`src/rtl/datp_pkg.sv`:
```
// Shared constants and types for the translate-address result page builder
package datp_pkg;

	// Result page header
	localparam logic [7:0] PAGE_CODE = 8'h40;
	localparam logic [7:0] RSVD_BYTE = 8'h00;
	localparam logic [15:0] LEN_DESC_BYTES = 16'h0002; // Two descriptor bytes
	localparam int ENTRY_BYTES = 8;
	localparam int ENTRY_SHIFT = 3; // log2 of ENTRY_BYTES
	localparam logic [2:0] HDR_LAST_IDX = 3'h5;
	localparam logic [2:0] ENT_LAST_IDX = 3'h7;

	// Field positions of descriptor byte 5
	localparam int RESERVED_REGION_FLAG_BIT = 7;
	localparam int SPSEC_BIT = 6;
	localparam int SPTRK_BIT = 5;

	// Sense reported for an unsupported format
	localparam logic [3:0] SENSE_ILLEGAL_REQ = 4'h5;
	localparam logic [7:0] ASC_INVALID_PARAM = 8'h26;
	localparam logic [3:0] SENSE_NONE = 4'h0;
	localparam logic [7:0] ASC_NONE = 8'h00;

	// Log page selector codes
	localparam logic [7:0] LOG_CODE_SUPPORTED = 8'h00;
	localparam logic [7:0] LOG_CODE_BUF_OVR = 8'h01;
	localparam logic [7:0] LOG_CODE_WRITE_ERR = 8'h02;
	localparam logic [7:0] LOG_CODE_READ_ERR = 8'h03;
	localparam logic [7:0] LOG_CODE_VERIFY_ERR = 8'h05;
	localparam logic [7:0] LOG_CODE_NONMEDIUM = 8'h06;
	localparam logic [7:0] LOG_CODE_RECENT = 8'h07;

	// Medium-type codes
	localparam logic [7:0] MED_CODE_DEFAULT = 8'h00;
	localparam logic [7:0] MED_CODE_FLEX_SS = 8'h01;
	localparam logic [7:0] MED_CODE_FLEX_DS = 8'h02;

	typedef enum logic [2:0] {
		DATP_LOG_SUPPORTED,
		DATP_LOG_BUF_OVR,
		DATP_LOG_WRITE_ERR,
		DATP_LOG_READ_ERR,
		DATP_LOG_VERIFY_ERR,
		DATP_LOG_NONMEDIUM,
		DATP_LOG_RECENT,
		DATP_LOG_OTHER
	} datp_log_t;

	typedef enum logic [1:0] {
		DATP_MED_DEFAULT,
		DATP_MED_FLEX_SS,
		DATP_MED_FLEX_DS,
		DATP_MED_OTHER
	} datp_med_t;

endpackage : datp_pkg

```
`src/rtl/datp_decode.sv`:
```
// Log page selector and medium-type code decoder
`timescale 1ns/1ns
module datp_decode (
	// Codes to decode
	input wire logic [7:0] log_code_i,
	input wire logic [7:0] med_code_i,
	// Decoded kinds
	output datp_pkg::datp_log_t log_kind_o,
	output logic log_known_o,
	output datp_pkg::datp_med_t med_kind_o,
	output logic med_known_o
);
	import datp_pkg::*;

	// Log page selector decode
	always_comb begin
		log_known_o = 1'b1;
		case (log_code_i)
			LOG_CODE_SUPPORTED: log_kind_o = DATP_LOG_SUPPORTED;
			LOG_CODE_BUF_OVR: log_kind_o = DATP_LOG_BUF_OVR;
			LOG_CODE_WRITE_ERR: log_kind_o = DATP_LOG_WRITE_ERR;
			LOG_CODE_READ_ERR: log_kind_o = DATP_LOG_READ_ERR;
			LOG_CODE_VERIFY_ERR: log_kind_o = DATP_LOG_VERIFY_ERR;
			LOG_CODE_NONMEDIUM: log_kind_o = DATP_LOG_NONMEDIUM;
			LOG_CODE_RECENT: log_kind_o = DATP_LOG_RECENT;
			default: begin
				log_kind_o = DATP_LOG_OTHER;
				log_known_o = 1'b0;
			end
		endcase
	end

	// Medium-type decode
	always_comb begin
		med_known_o = 1'b1;
		case (med_code_i)
			MED_CODE_DEFAULT: med_kind_o = DATP_MED_DEFAULT;
			MED_CODE_FLEX_SS: med_kind_o = DATP_MED_FLEX_SS;
			MED_CODE_FLEX_DS: med_kind_o = DATP_MED_FLEX_DS;
			default: begin
				med_kind_o = DATP_MED_OTHER;
				med_known_o = 1'b0;
			end
		endcase
	end

endmodule : datp_decode

```
`src/rtl/datp_top.sv`:
```
// Translate-address result page builder with format check and code decode
`timescale 1ns/1ns
// Contract
// - Page is 4-byte header, two descriptor bytes, then zero or more entries.
// - Page length counts the bytes following the length field.
// - Supplied format echoes the accepted send request unchanged.
// - Reserved-region flag set when any part of address is reserved.
// - Entries may be omitted when the whole address is reserved.
// - Spare-sector flag only when known in spare sector, else zero.
// - Spare-track flag set when on spare track or unknown.
// - Translated format echoes the accepted send request target format.
// - Logical block entries carry block number in bytes 0-3, rest zero.
// - Every covered address is emitted as one entry, two in bytes-from-index, unless the whole address is reserved and omitted.
// - Bytes-from-index emits start then end value per covered address.
// - Log codes: read errors 03h, verify errors 05h, write errors 02h.
// - Log codes: recent events 07h, non-medium 06h, supported list 00h.
// - Medium codes: 00h default, 01h single-sided, 02h double-sided flexible.
// - Unsupported format ends send request with check, illegal request, bad field.
module datp_top #(
	parameter int CNT_W = 8,
	parameter logic [2:0] FMT_LBA = 3'h0,
	parameter logic [2:0] FMT_BFI = 3'h4,
	parameter logic [2:0] FMT_PSEC = 3'h5
) (
	// Clock, reset, enable
	input wire logic CLK_I,
	input wire logic RST_N_I,
	input wire logic CE_I,
	// Send request
	input wire logic SEND_VALID_I,
	input wire logic [2:0] SRC_FMT_I,
	input wire logic [2:0] TGT_FMT_I,
	input wire logic [7:0] FMT_SUPPORT_I,
	output logic SEND_DONE_O,
	output logic SEND_CHECK_O,
	output logic [3:0] SENSE_KEY_O,
	output logic [7:0] SENSE_ASC_O,
	// Translation outcome
	input wire logic RECV_START_I,
	input wire logic [CNT_W-1:0] ADDR_COUNT_I,
	input wire logic PART_RESERVED_I,
	input wire logic ALL_RESERVED_I,
	input wire logic OMIT_RESERVED_I,
	input wire logic SPARE_SECTOR_I,
	input wire logic SPARE_SECTOR_KNOWN_I,
	input wire logic SPARE_TRACK_I,
	input wire logic SPARE_TRACK_KNOWN_I,
	output logic BUSY_O,
	// Translated entries in
	input wire logic ENTRY_VALID_I,
	input wire logic [63:0] ENTRY_ADDR_I,
	output logic ENTRY_READY_O,
	// Page byte stream out
	input wire logic PAGE_READY_I,
	output logic [7:0] PAGE_BYTE_O,
	output logic PAGE_VALID_O,
	output logic PAGE_LAST_O,
	// Code decode
	input wire logic [7:0] LOG_CODE_I,
	input wire logic [7:0] MED_CODE_I,
	output datp_pkg::datp_log_t LOG_KIND_O,
	output logic LOG_KNOWN_O,
	output datp_pkg::datp_med_t MED_KIND_O,
	output logic MED_KNOWN_O
);
	import datp_pkg::*;

	typedef enum logic [1:0] {
		ST_IDLE,
		ST_HDR,
		ST_EWAIT,
		ST_EBYTE
	} datp_st_t;

	typedef struct packed {
		datp_st_t st;
		logic [2:0] idx;
		logic [CNT_W:0] left;
		logic [2:0] src_fmt;
		logic [2:0] tgt_fmt;
		logic reserved_region_flag;
		logic spsec;
		logic sptrk;
		logic [15:0] len;
		logic [63:0] ent;
		logic entry_rdy;
		logic [7:0] pbyte;
		logic pvld;
		logic plast;
		logic send_done;
		logic send_chk;
		logic [3:0] skey;
		logic [7:0] asc;
		datp_log_t log_kind;
		logic log_known;
		datp_med_t med_kind;
		logic med_known;
		logic busy;
	} datp_state_t;

	// Reset image of the whole state, every field spelled out
	localparam datp_state_t RST_STATE = '{
		st: ST_IDLE,
		idx: 3'h0,
		left: '0,
		src_fmt: 3'h0,
		tgt_fmt: 3'h0,
		reserved_region_flag: 1'b0,
		spsec: 1'b0,
		sptrk: 1'b0,
		len: 16'h0000,
		ent: 64'h0000_0000_0000_0000,
		entry_rdy: 1'b0,
		pbyte: 8'h00,
		pvld: 1'b0,
		plast: 1'b0,
		send_done: 1'b0,
		send_chk: 1'b0,
		skey: SENSE_NONE,
		asc: ASC_NONE,
		log_kind: DATP_LOG_SUPPORTED,
		log_known: 1'b0,
		med_kind: DATP_MED_DEFAULT,
		med_known: 1'b0,
		busy: 1'b0
	};

	datp_state_t r;
	datp_state_t n;
	datp_log_t dec_log;
	datp_med_t dec_med;
	logic dec_log_known;
	logic dec_med_known;
	logic slot;
	logic [CNT_W:0] ent_total;
	logic [7:0] hdr_byte;
	logic [7:0] desc_byte;

	// Code decoders
	datp_decode u_decode (
		.log_code_i(LOG_CODE_I),
		.med_code_i(MED_CODE_I),
		.log_kind_o(dec_log),
		.log_known_o(dec_log_known),
		.med_kind_o(dec_med),
		.med_known_o(dec_med_known)
	);

	// Entry count for the request being built
	always_comb begin
		if (ALL_RESERVED_I && OMIT_RESERVED_I) begin
			ent_total = '0;
		end else if (r.tgt_fmt == FMT_BFI) begin
			ent_total = {ADDR_COUNT_I, 1'b0};
		end else begin
			ent_total = {1'b0, ADDR_COUNT_I};
		end
	end

	// Descriptor byte: flags in their fields, translated format at the bottom
	always_comb begin
		desc_byte = {5'h00, r.tgt_fmt};
		desc_byte[RESERVED_REGION_FLAG_BIT] = r.reserved_region_flag;
		desc_byte[SPSEC_BIT] = r.spsec;
		desc_byte[SPTRK_BIT] = r.sptrk;
	end

	// Header and descriptor byte select
	always_comb begin
		case (r.idx)
			3'h0: hdr_byte = PAGE_CODE;
			3'h1: hdr_byte = RSVD_BYTE;
			3'h2: hdr_byte = r.len[15:8];
			3'h3: hdr_byte = r.len[7:0];
			3'h4: hdr_byte = {5'h00, r.src_fmt};
			default: hdr_byte = desc_byte;
		endcase
	end

	// Output slot free when empty or being taken
	assign slot = !r.pvld || PAGE_READY_I;

	// Next-state logic
	always_comb begin
		n = r;
		n.send_done = 1'b0;
		n.log_kind = dec_log;
		n.log_known = dec_log_known;
		n.med_kind = dec_med;
		n.med_known = dec_med_known;
		// Format check on send request
		if (SEND_VALID_I) begin
			n.send_done = 1'b1;
			if (FMT_SUPPORT_I[SRC_FMT_I] && FMT_SUPPORT_I[TGT_FMT_I]) begin
				n.src_fmt = SRC_FMT_I;
				n.tgt_fmt = TGT_FMT_I;
				n.send_chk = 1'b0;
				n.skey = SENSE_NONE;
				n.asc = ASC_NONE;
			end else begin
				n.send_chk = 1'b1;
				n.skey = SENSE_ILLEGAL_REQ;
				n.asc = ASC_INVALID_PARAM;
			end
		end
		// Retire byte taken by the sink
		if (r.pvld && PAGE_READY_I) begin
			n.pvld = 1'b0;
			n.plast = 1'b0;
		end
		case (r.st)
			// Wait for a page request, latch count and flags
			ST_IDLE: begin
				if (RECV_START_I) begin
					n.st = ST_HDR;
					n.idx = 3'h0;
					n.left = ent_total;
					n.len = LEN_DESC_BYTES + 16'(ent_total) * 16'(ENTRY_BYTES);
					n.reserved_region_flag = PART_RESERVED_I || ALL_RESERVED_I;
					n.spsec = SPARE_SECTOR_KNOWN_I && SPARE_SECTOR_I;
					n.sptrk = SPARE_TRACK_I || !SPARE_TRACK_KNOWN_I;
				end
			end

			// Header and descriptor bytes, one per free slot
			ST_HDR: begin
				if (slot) begin
					n.pbyte = hdr_byte;
					n.pvld = 1'b1;
					if (r.idx == HDR_LAST_IDX) begin
						if (r.left == '0) begin
							n.plast = 1'b1;
							n.st = ST_IDLE;
						end else begin
							n.st = ST_EWAIT;
							n.entry_rdy = 1'b1;
						end
					end else begin
						n.idx = r.idx + 3'h1;
					end
				end
			end

			// Take the next translated entry from the source
			ST_EWAIT: begin
				if (ENTRY_VALID_I && r.entry_rdy) begin
					n.entry_rdy = 1'b0;
					n.idx = 3'h0;
					n.left = r.left - 1'b1;
					n.st = ST_EBYTE;
					if (r.tgt_fmt == FMT_LBA) begin
						n.ent = {ENTRY_ADDR_I[63:32], 32'h0000_0000};
					end else begin
						n.ent = ENTRY_ADDR_I;
					end
				end
			end

			// Shift the entry out, most significant byte first
			ST_EBYTE: begin
				if (slot) begin
					n.pbyte = r.ent[63:56];
					n.ent = {r.ent[55:0], 8'h00};
					n.pvld = 1'b1;
					if (r.idx == ENT_LAST_IDX) begin
						if (r.left == '0) begin
							n.plast = 1'b1;
							n.st = ST_IDLE;
						end else begin
							n.st = ST_EWAIT;
							n.entry_rdy = 1'b1;
						end
					end else begin
						n.idx = r.idx + 3'h1;
					end
				end
			end

			// Stray code falls back to idle
			default: begin
				n.st = ST_IDLE;
			end
		endcase
		// Busy flag kept in a flip-flop so the output is registered
		n.busy = (n.st != ST_IDLE);
	end

	// State register, frozen while enable is low
	always_ff @(posedge CLK_I or negedge RST_N_I) begin
		if (!RST_N_I) begin
			r <= RST_STATE;
		end else if (CE_I) begin
			r <= n;
		end
	end

	// Outputs straight from state
	assign SEND_DONE_O = r.send_done;
	assign SEND_CHECK_O = r.send_chk;
	assign SENSE_KEY_O = r.skey;
	assign SENSE_ASC_O = r.asc;
	assign BUSY_O = r.busy;
	assign ENTRY_READY_O = r.entry_rdy;
	assign PAGE_BYTE_O = r.pbyte;
	assign PAGE_VALID_O = r.pvld;
	assign PAGE_LAST_O = r.plast;
	assign LOG_KIND_O = r.log_kind;
	assign LOG_KNOWN_O = r.log_known;
	assign MED_KIND_O = r.med_kind;
	assign MED_KNOWN_O = r.med_known;

endmodule : datp_top

```
`config.mk`:
```
export PLATFORM = sky130hd
export DESIGN_NAME = datp_top
export DESIGN_NICKNAME = d
export VERILOG_FILES = /design/src/rtl/datp_pkg.sv /design/src/rtl/datp_decode.sv /design/src/rtl/datp_top.sv
export SDC_FILE = /design/constraint.sdc
export NUM_CORES = 1
export LEC_CHECK = 0
export BUFFER_PORTS_ARGS = -buffer_cell sky130_fd_sc_hd__buf_4
export CORE_MARGIN = 2
export CORE_UTILIZATION = 40
export DETAILED_ROUTE_END_ITERATION = 6
export PLACE_DENSITY = 0.69
export SETUP_SLACK_MARGIN = 0.3
export SLEW_MARGIN = 30
export SYNTH_ARGS = -nofsm -noshare
export SYNTH_HDL_FRONTEND = slang
export SYNTH_HIERARCHICAL = 1
export SYNTH_SLANG_ARGS = --single-unit
```
`constraint.sdc`:
```
create_clock -name CLK_I -period 2 [get_ports CLK_I]
set_input_delay 0.5 -clock CLK_I [delete_from_list [all_inputs] [get_ports CLK_I]]
set_output_delay 0.5 -clock CLK_I [all_outputs]
set_load 0.02 [all_outputs]
```
## Word-level counts from Yosys, hierarchy flattened

Index checks and enable logic that the tools add are counted.

- Logic and storage cells: 123
- Register bits after elaboration: 136

- Reductions and logical operators: 31
- Order comparisons: 2
- Mux-type cells: 38
- Equality and inequality tests: 26
- Add/subtract/negate cells: 3

Operators with widths:

| cell | count |
|---|---|
| $pmux W64 S2 | 1 |
| $mux W75 | 1 |
| $mux W65 | 1 |
| $mux W14 | 3 |
| $pmux W8 S5 | 1 |
| $mux W32 | 1 |
| $eq A8 B2 Y1 const B | 3 |
| $eq A8 B3 Y1 const B | 3 |
| $pmux W3 S7 | 1 |
| $pmux W10 S2 | 1 |
| $pmux W5 S4 | 1 |
| $mux W9 | 2 |
| $pmux W9 S2 | 1 |
| $eq A8 B1 Y1 const B | 2 |
| $logic_not A8 Y1 | 2 |
| $ne A2 B2 Y1 const B | 8 |
| $reduce_and A7 Y1 | 2 |
| $add A2 B12 Y13 const A | 1 |
| $mux W13 | 1 |
| $eq A3 B3 Y1 const B | 4 |
| $reduce_and A4 Y1 | 3 |
| $mux W11 | 1 |
| $mux W1 | 10 |
| $mux W5 | 2 |
| 24 further kinds | 44 |

## Depth between registers and ports, before layout

Gate-level depths: netlist of run 1.

- Depth after elaboration: 6
- Gate-level depth with buffers: 7
- Mapped depth without buffers: 6

## Cells and area by module

Netlist of run 1, hierarchy kept.

By module, submodules not included:

| module | sequential area each (um^2) | cells an instance | area each (um^2) | instances |
|---|---|---|---|---|
| datp_top | 2952.8 | 546 | 6089.6 | 1 |
| datp_decode | 0.0 | 16 | 96.3 | 1 |

## Worst setup path before layout of run 1

OpenSTA, ideal clock, no wires.

- Path type: register -> register
- Start point: reg r[131] (netlist bit)
- End point: reg r[133] (netlist bit)
- Library setup time: 0.125 ns
- Period minus slack after synthesis: 1.918 ns
- Buffers on the path: 0
- Slack: 0.082 ns
- Cell stages (with the launch flop): 7
- Data arrival time: 1.794 ns
- Data required time: 1.875 ns
- Cell sequence: dfrtp_1 ha_1 ha_1 and2_1 a2111oi_0 o21ai_0 mux2_2

- Word-level cells in the longest chain between the ends: 4
- Elaborated cells between the ends (all ways): 11
- Classes of those cells: 1 x add/sub; 4 x eq/ne; 5 x mux; 1 x reduce/logical

RTL lines:

| what | line | RTL |
|---|---|---|
| from (decl) | datp_top.sv:128 | `datp_state_t r;` |
| from (signal assigned) | datp_top.sv:293 | `r <= n;` |
| $add A3 B1 Y3 | datp_top.sv:239, datp_top.sv:274 |  |
| $mux W3, on equally long branches | datp_top.sv:265, datp_top.sv:230 |  |
| $mux W5, on equally long branches | datp_top.sv:261, datp_top.sv:227 |  |
| $pmux W5 S4 | datp_top.sv:211 | `case (r.st)` |

Parallel ways exist; a longest one is shown, timed or not. The select of a mux whose other input is x is not followed.
A chain may end at the register's enable or synchronous reset.

## Worst setup path after layout of run 1

- Start point: reg r[122] (netlist bit)
- End point: reg r, in the netlist BUSY_O

- Word-level cells in the longest chain between the ends: 6
- Elaborated cells between the ends (all ways): 8
- Classes of those cells: 6 x mux; 2 x reduce/logical

RTL lines:

| what | line | RTL |
|---|---|---|
| $logic_not A9 Y1 * | datp_top.sv:231, datp_top.sv:266 |  |
| $mux W2 * | datp_top.sv:231, datp_top.sv:266 |  |
| $mux W2, on equally long branches | datp_top.sv:265, datp_top.sv:230 |  |
| $mux W5, on equally long branches | datp_top.sv:261, datp_top.sv:227 |  |
| $pmux W5 S4 * | datp_top.sv:211 |  |
| $reduce_bool A2 Y1 * | datp_top.sv:285 | `n.busy = (n.st != ST_IDLE);` |

Every way passes the cells marked *; elsewhere a longest branch is shown, timed or not. The select of a mux whose other input is x is not followed.

==> flow_summary.yaml, run 1 <==
drt:
  drc: 0
  vias: 5092
  ant_nets: 0
  drt_iter0_drc: 274
  wire_per_inst_microns: 17.59
  first_pass_iters: 5
  routed_wl_microns: 16570
  viasPerCell: 5.406
pwr:
  p_int_mw: 7.949
  p_sw_share_pct: 32.47
  leakagePower_nw: 4.206
  p_switching_mw: 3.822
  power_density_nw_per_um2: 1306
  clkPwrFrac_pct: 23.2
  p_total_mw: 11.77
  seqPwrFrac_pct: 33.9
  peakVddDrop_v: 0.0007546
  combPwrFrac_pct: 42.9
die:
  dieHeight_microns: 128.4
  fp-row-count: 45
  die_width_microns: 128.4
  start_util_pct: 40.84
  dieArea_sq_um: 16480
  core-area_sq_um: 15150
  boundaryPins: 149
synthesis:
  ys_ff_latch: 118
  synthTopCellsByArea: "dfrtp_1 48%, mux2_2 13%, a22o_1 9.1%"
  synth_flop_cell: "dfrtp_1"
  syn_avg_cell_area_sq_um: 11.01
  synth_top_area_cell: "dfrtp_1"
  synth_common_cells: "118 x dfrtp_1, 72 x mux2_2, 64 x a22o_1, 45 x nand2_1, 36 x o21ai_0"
  yosys_warnings: 6
  syn_area_sq_um: 6186
  yosysUniqueCellTypes: 57
  synth.top_cell.area_share_pct: 47.73
  syn_inst: 562
  yosysMostFrequentCell: "dfrtp_1"
  yosysSeqAreaShare_pct: 47.73
  synth_edf_count: 0
  async_flop_share_pct: 100.0
global_route:
  grt_pass1_vias: 5325
  grt_pass1_wl_microns: 26530
  grt_antenna_before_repair: 0
  grt_max_degree: 43
  grt_overflow: 0
  grt_usage_pct: 20.56
clock_tree:
  clk_pin_slew_worst_paths_ns: 0.06
  htree_levels: 4
  clockBufferDepth: 2
  cts_buffers: 17
  tritoncts: "yes"
  clk_latency_ns: 0.41
  root_buffer: "clkbuf_16"
  cts_sinks: 118
job:
  max_cap_viol_count: 0
placed_design:
  hpwlAfterDp_microns: 11020
  port_buffers: 141
  gp_congestion: 0.8244
  dp_cells: 869
hold_path:
  min_path_cells: 3
  hp-class: "input port to flop"
finish:
  n_antenna_cell: 0
  layout.cells.non_filler: 942
  drive_above_1_share_pct: 47.75
  utilization_pct: 59.53
  nNetsFinal: 865
  area_delta_synth_final_pct: 45.75
  nFillCells: 1209
critical_path:
  critPathLaunchType: "flop"
  reg2regPathDepth: 6
  critical_path_class: "flop to flop"
  cp.arrival_ns: 2.22
  cp_max_fo: 4
  worstPathRequired_ns: 2.27
  crit_path_end_kind: "flop"
status:
  status: "finished, final reports clean"
timing:
  whs_ns: 0.3379
  min_period_ns: 1.947
  finalSetupTns_ns: 0
  final_max_slew_viol_count: 0
  fmax_mhz: 513.7
  skew_ns: 0.008430
  finalSetupViolations: 0
  finalCritPeriodShare_pct: 97.33
  grt_setup_unrepaired: "true"
  hold_violations: 0
-- layout by cell type, fill, tap and decap left out, types with 3 or more instances in the layout --
master / Yosys / layout
buf_4: 26 / 175
dfrtp_1: 118 / 112
a22o_1: 64 / 64
mux2_4: 0 / 54
nand2_1: 45 / 43
o21ai_0: 36 / 30
inv_1: 21 / 20
mux2_2: 72 / 18
clkbuf_16: 0 / 17
nor2_1: 17 / 16
nand3_1: 17 / 16
buf_6: 0 / 16
a21oi_1: 15 / 14
buf_12: 0 / 14
mux2i_1: 16 / 12
clkinv_2: 0 / 8
conb_1: 1 / 7
dfrtp_2: 0 / 6
nand2b_1: 7 / 5
o21ai_1: 0 / 5
buf_16: 0 / 5
mux2i_2: 0 / 4
o31ai_1: 4 / 4
o22ai_1: 4 / 4
ha_2: 0 / 4
clkbuf_1: 18 / 3
-- per-layer routing --
layer	global-route usage [%]	up-vias	wire, microns
li1	-	2402	-
met1	26.61	2526	7179
met2	34.14	146	8487
met3	3.950	18	652
met4	8.274	0	251
met5	0	-	0
-- registers in the layout, summed over array words and instances, names as in the netlist, 2 cells and up --
name and cells:
PAGE_BYTE_O 8, desc_byte 6, LOG_KIND_O 3, MED_KIND_O 2
r 91
-- metrics by stage --
stage	setup slack (ns)	instance area, sq um
floorplan	0.1251	6561
finish	0.05347	9016
global route	0.008857	9016
detailed placement	-0.06498	7751
CTS	0.05550	8756
global placement	-0.02407	7751
-- cell families after synthesis --
logic type	share of synthesized area [%]
AOI/OAI and AO/OA	17.90
DFF	47.73
and+or+nand+nor	9.142
muxes	16.91
buffers and inverters	6.695
adders and majority gates	1.416
other	0.06062
xor gates and xnor gates	0.1416
-- critical path, stage by stage, from the launching register on --
cell      delay [ns]
dfrtp_1         0.38
inv_1           0.06
ha_2            0.18
or4b_4          0.50
or3_4           0.43
a21oi_4         0.14
o211ai_1        0.11
-- worst paths after layout --
path | startpoint | endpoint | slack [ns]
min in group asynchronous | RST_N_I | LOG_KIND_O[1] | 0.55
setup reg to reg | r[122] | BUSY_O | 0.05
max in group asynchronous | RST_N_I | r[71] | 0.82
hold reg to reg | r[98] | r[98] | 0.48
setup / recovery | r[122] | BUSY_O | 0.05
hold / removal | SRC_FMT_I[2] | r[121] | 0.34
-- timing repair --
action,CTS,global route
gates cloned,5,1
pin swaps,4,9
hold endpoints to repair,16,0
setup endpoints to repair,75,90
setup buffers,27,8
gates resized for setup,33,46
hold buffers,1,0
-- power by group through the flow --
stage	Clock [mW]	Sequential, mW	Combinational, mW
after CTS	2.78	3.96	4.71
after detailed placement	0	3.99	4.09
after floorplan	0	3.79	3.21
final	2.73	3.99	5.05
after global placement	0	3.95	3.98
after global routing	2.90	4.10	5.44
-- final cells by class --
| type | instances | area (sq um) | share of cell area [%] |
|---|---|---|---|
| Clock buffer | 20 | 436.7 | 4.843 |
| Clock inverter | 11 | 86.33 | 0.9575 |
| Inverter | 21 | 78.83 | 0.8743 |
| Multi-Input combinational cell | 371 | 3267 | 36.23 |
| Sequential cell | 118 | 2960 | 32.83 |
| Tap cell | 188 | 235.2 | 2.609 |
| Timing Repair Buffer | 213 | 1952 | 21.65 |
Power figures use the tool's default switching activity.
==> inputs of run 2 (changes only) <==
ABC_CLOCK_PERIOD_IN_PS = 2000   (was not set)
CORE_MARGIN = 3   (was 2)
==> run 2 against run 1 <==
  * Via count up 0.22%
  * Global-route usage fell by 0.72 points
  * Cell count down 1.4%
  * Combinational power fell by 2%
  * Power is 1.4% higher
  * Count of clock-buffer cells in the layout increased by 3
  * Wire length is 2.0% higher
  * Non-clock buffer count shrank 9
  * Critical path type unchanged
==> flow_summary.yaml, run 2 (same netlist as run 1, synthesis figures left out) <==
drt:
  wire_per_inst_microns: 18.19
  routed_wl_microns: 16900
  first_pass_iters: 4
  ant_nets: 0
  drt_iter0_drc: 293
  drc: 0
  viasPerCell: 5.493
  vias: 5103
critical_path:
  reg2reg_slack_ns: 0.09
  max_stage_delay_ns: 0.47
  worstPathRequired_ns: 2.35
  critical_path_class: "flop to flop"
  reg2regPathDepth: 7
  r2r-end: "r[128]"
  crit_path_end_kind: "flop"
  rr_startpoint: "r[122]"
  cpMaxStageDelayCell: "or4b_4"
  critPathLaunchType: "flop"
  cp_max_fo: 3
  path_cells: "inv_1 -> ha_2 -> or4b_4 -> buf_6 -> or4_1 -> o21ai_1 -> a22o_1"
  cp.arrival_ns: 2.26
job:
  max_cap_viol_count: 0
finish:
  final_common_cell: "buf_4"
  regMostFlops: "r"
  layout.cells.non_filler: 929
  area_delta_synth_final_pct: 44.76
  layout_common_cells: "177 x buf_4, 111 x dfrtp_1, 64 x a22o_1, 55 x mux2_4, 44 x nand2_1"
  largest_reg_flops: 91
  n_antenna_cell: 0
  drive_above_1_share_pct: 48.32
  utilization_pct: 60.47
  nNetsFinal: 856
  design_area_sq_um: 8955
clock_tree:
  cts_sinks: 118
  clk_pin_slew_worst_paths_ns: 0.05
  clockBufferDepth: 2
  tritoncts: "yes"
  clk_latency_ns: 0.41
  cts_buffers: 17
  root_buffer: "clkbuf_16"
  htree_levels: 4
placed_design:
  hpwlAfterDp_microns: 11380
  dp_cells: 868
  port_buffers: 141
  gp_congestion: 0.8557
  dpl-instance-area_sq_um: 7769
timing:
  grt_setup_unrepaired: "true"
  final_max_slew_viol_count: 0
  finalSetupViolations: 0
  skew_ns: 0.009469
  min_period_ns: 1.913
  fmax_mhz: 522.6
  finalCritPeriodShare_pct: 95.67
  hold_violations: 0
global_route:
  grt_overflow: 0
  grt_pass1_wl_microns: 26480
  grt_antenna_before_repair: 0
  grt_pass1_vias: 5189
  grt_max_degree: 53
  grt_usage_pct: 19.84
die:
  fp-row-count: 44
  core-area_sq_um: 14810
  dieHeight_microns: 130.4
  boundaryPins: 149
  start_util_pct: 41.77
  die_width_microns: 130.4
  dieArea_sq_um: 16990
pwr:
  leakagePower_nw: 4.153
  power_density_nw_per_um2: 1333
  peakVddDrop_v: 0.0007801
hold_path:
  min_to: "r[35]"
  hp-class: "input port to flop"
  min_from: "ENTRY_ADDR_I[2]"
  min_path_cells: 3
status:
  status: "finished, final reports clean"
## run 2: changes by cell type in the layout (fill, tap and decap cells not counted), moves of 2 or more
cell | previous run | this run
nand3_2 | 0 | 3
o21ai_0 | 30 | 26
clkbuf_8 | 0 | 3
o21ai_1 | 5 | 8
clkinv_2 | 8 | 3
buf_16 | 5 | 2
mux2i_4 | 0 | 2
nand3_1 | 16 | 14
clkbuf_16 | 17 | 19
nand2b_2 | 2 | 0
buf_4 | 175 | 177
buf_6 | 16 | 10
ha_1 | 2 | 0
buf_12 | 14 | 10
## run 2: critical path: cells and delay by family (launching register included)
kind | cells | cell delay [ns]
fa+ha+maj | 1 | 0.17
simple gates | 2 | 0.85
compound gates | 2 | 0.24
buf+inv | 2 | 0.21
flops | 1 | 0.38
## run 2: metal layers
layer,global-route usage [%],part of all wire [%],vias to the layer above
met5,0,0,-
met4,5.687,1.9,0
met3,4.707,4.0,21
met2,32.17,50,146
met1,26.71,44,2548
li1,-,-,2388
## run 2: where the power goes
part           internal, mW  switching (mW)  leakage, nW  total [mW]
registers              3.32           0.680         1.46        4.00
logic                  2.85            2.12         2.42        4.97
clock network          1.92            1.05        0.279        2.97
total                  8.09            3.85         4.15        11.9
## run 2: layout make-up
type | count | area, sq um
fillers | 1170 | 5854
inverters | 21 | 78.83
clock inverters | 8 | 98.84
well taps | 184 | 230.2
multi-input cells | 371 | 3331
flip-flops and latches | 118 | 2962
repair buffers | 204 | 1777
clock buffers | 23 | 478.0
## run 2: per-stage QoR
| step | setup WS [ns] | TNS [ns] | hold slack [ns] | total power, mW |
|---|---|---|---|---|
| after global routing | 0.04526 | 0 | 0.3230 | 12.63 |
| after global placement | -0.01541 | -0.07395 | 0.3868 | 7.966 |
| after detailed placement | -0.06482 | -0.3097 | 0.3887 | 8.123 |
| final | 0.08656 | 0 | 0.3359 | 11.94 |
| after CTS | 0.09237 | 0 | 0.3201 | 11.56 |
| after floorplan | 0.1251 | 0 | 0.2044 | 6.999 |
## run 2: worst max path at each step
stage / start / to / slack [ns] / cells after the start
after global routing: r[122] / r[128] / 0.05 / 7
after global placement: SRC_FMT_I[0] / desc_byte[0] / -0.02 / 6
after floorplan: SRC_FMT_I[0] / desc_byte[0] / 0.13 / 4
after detailed placement: SRC_FMT_I[0] / r[119] / -0.06 / 6
after CTS: r[123] / BUSY_O / 0.09 / 6
final: r[122] / r[128] / 0.09 / 7
## run 2: timing repair
action                                  in CTS  in global routing
setup buffers                               16                  7
hold buffers                                 1                  0
cloned                                       3                  3
endpoints found under the setup margin      70                 99
resized for setup                           23                 58
hold endpoints to repair                    13                  0
pin swaps                                   14                 18
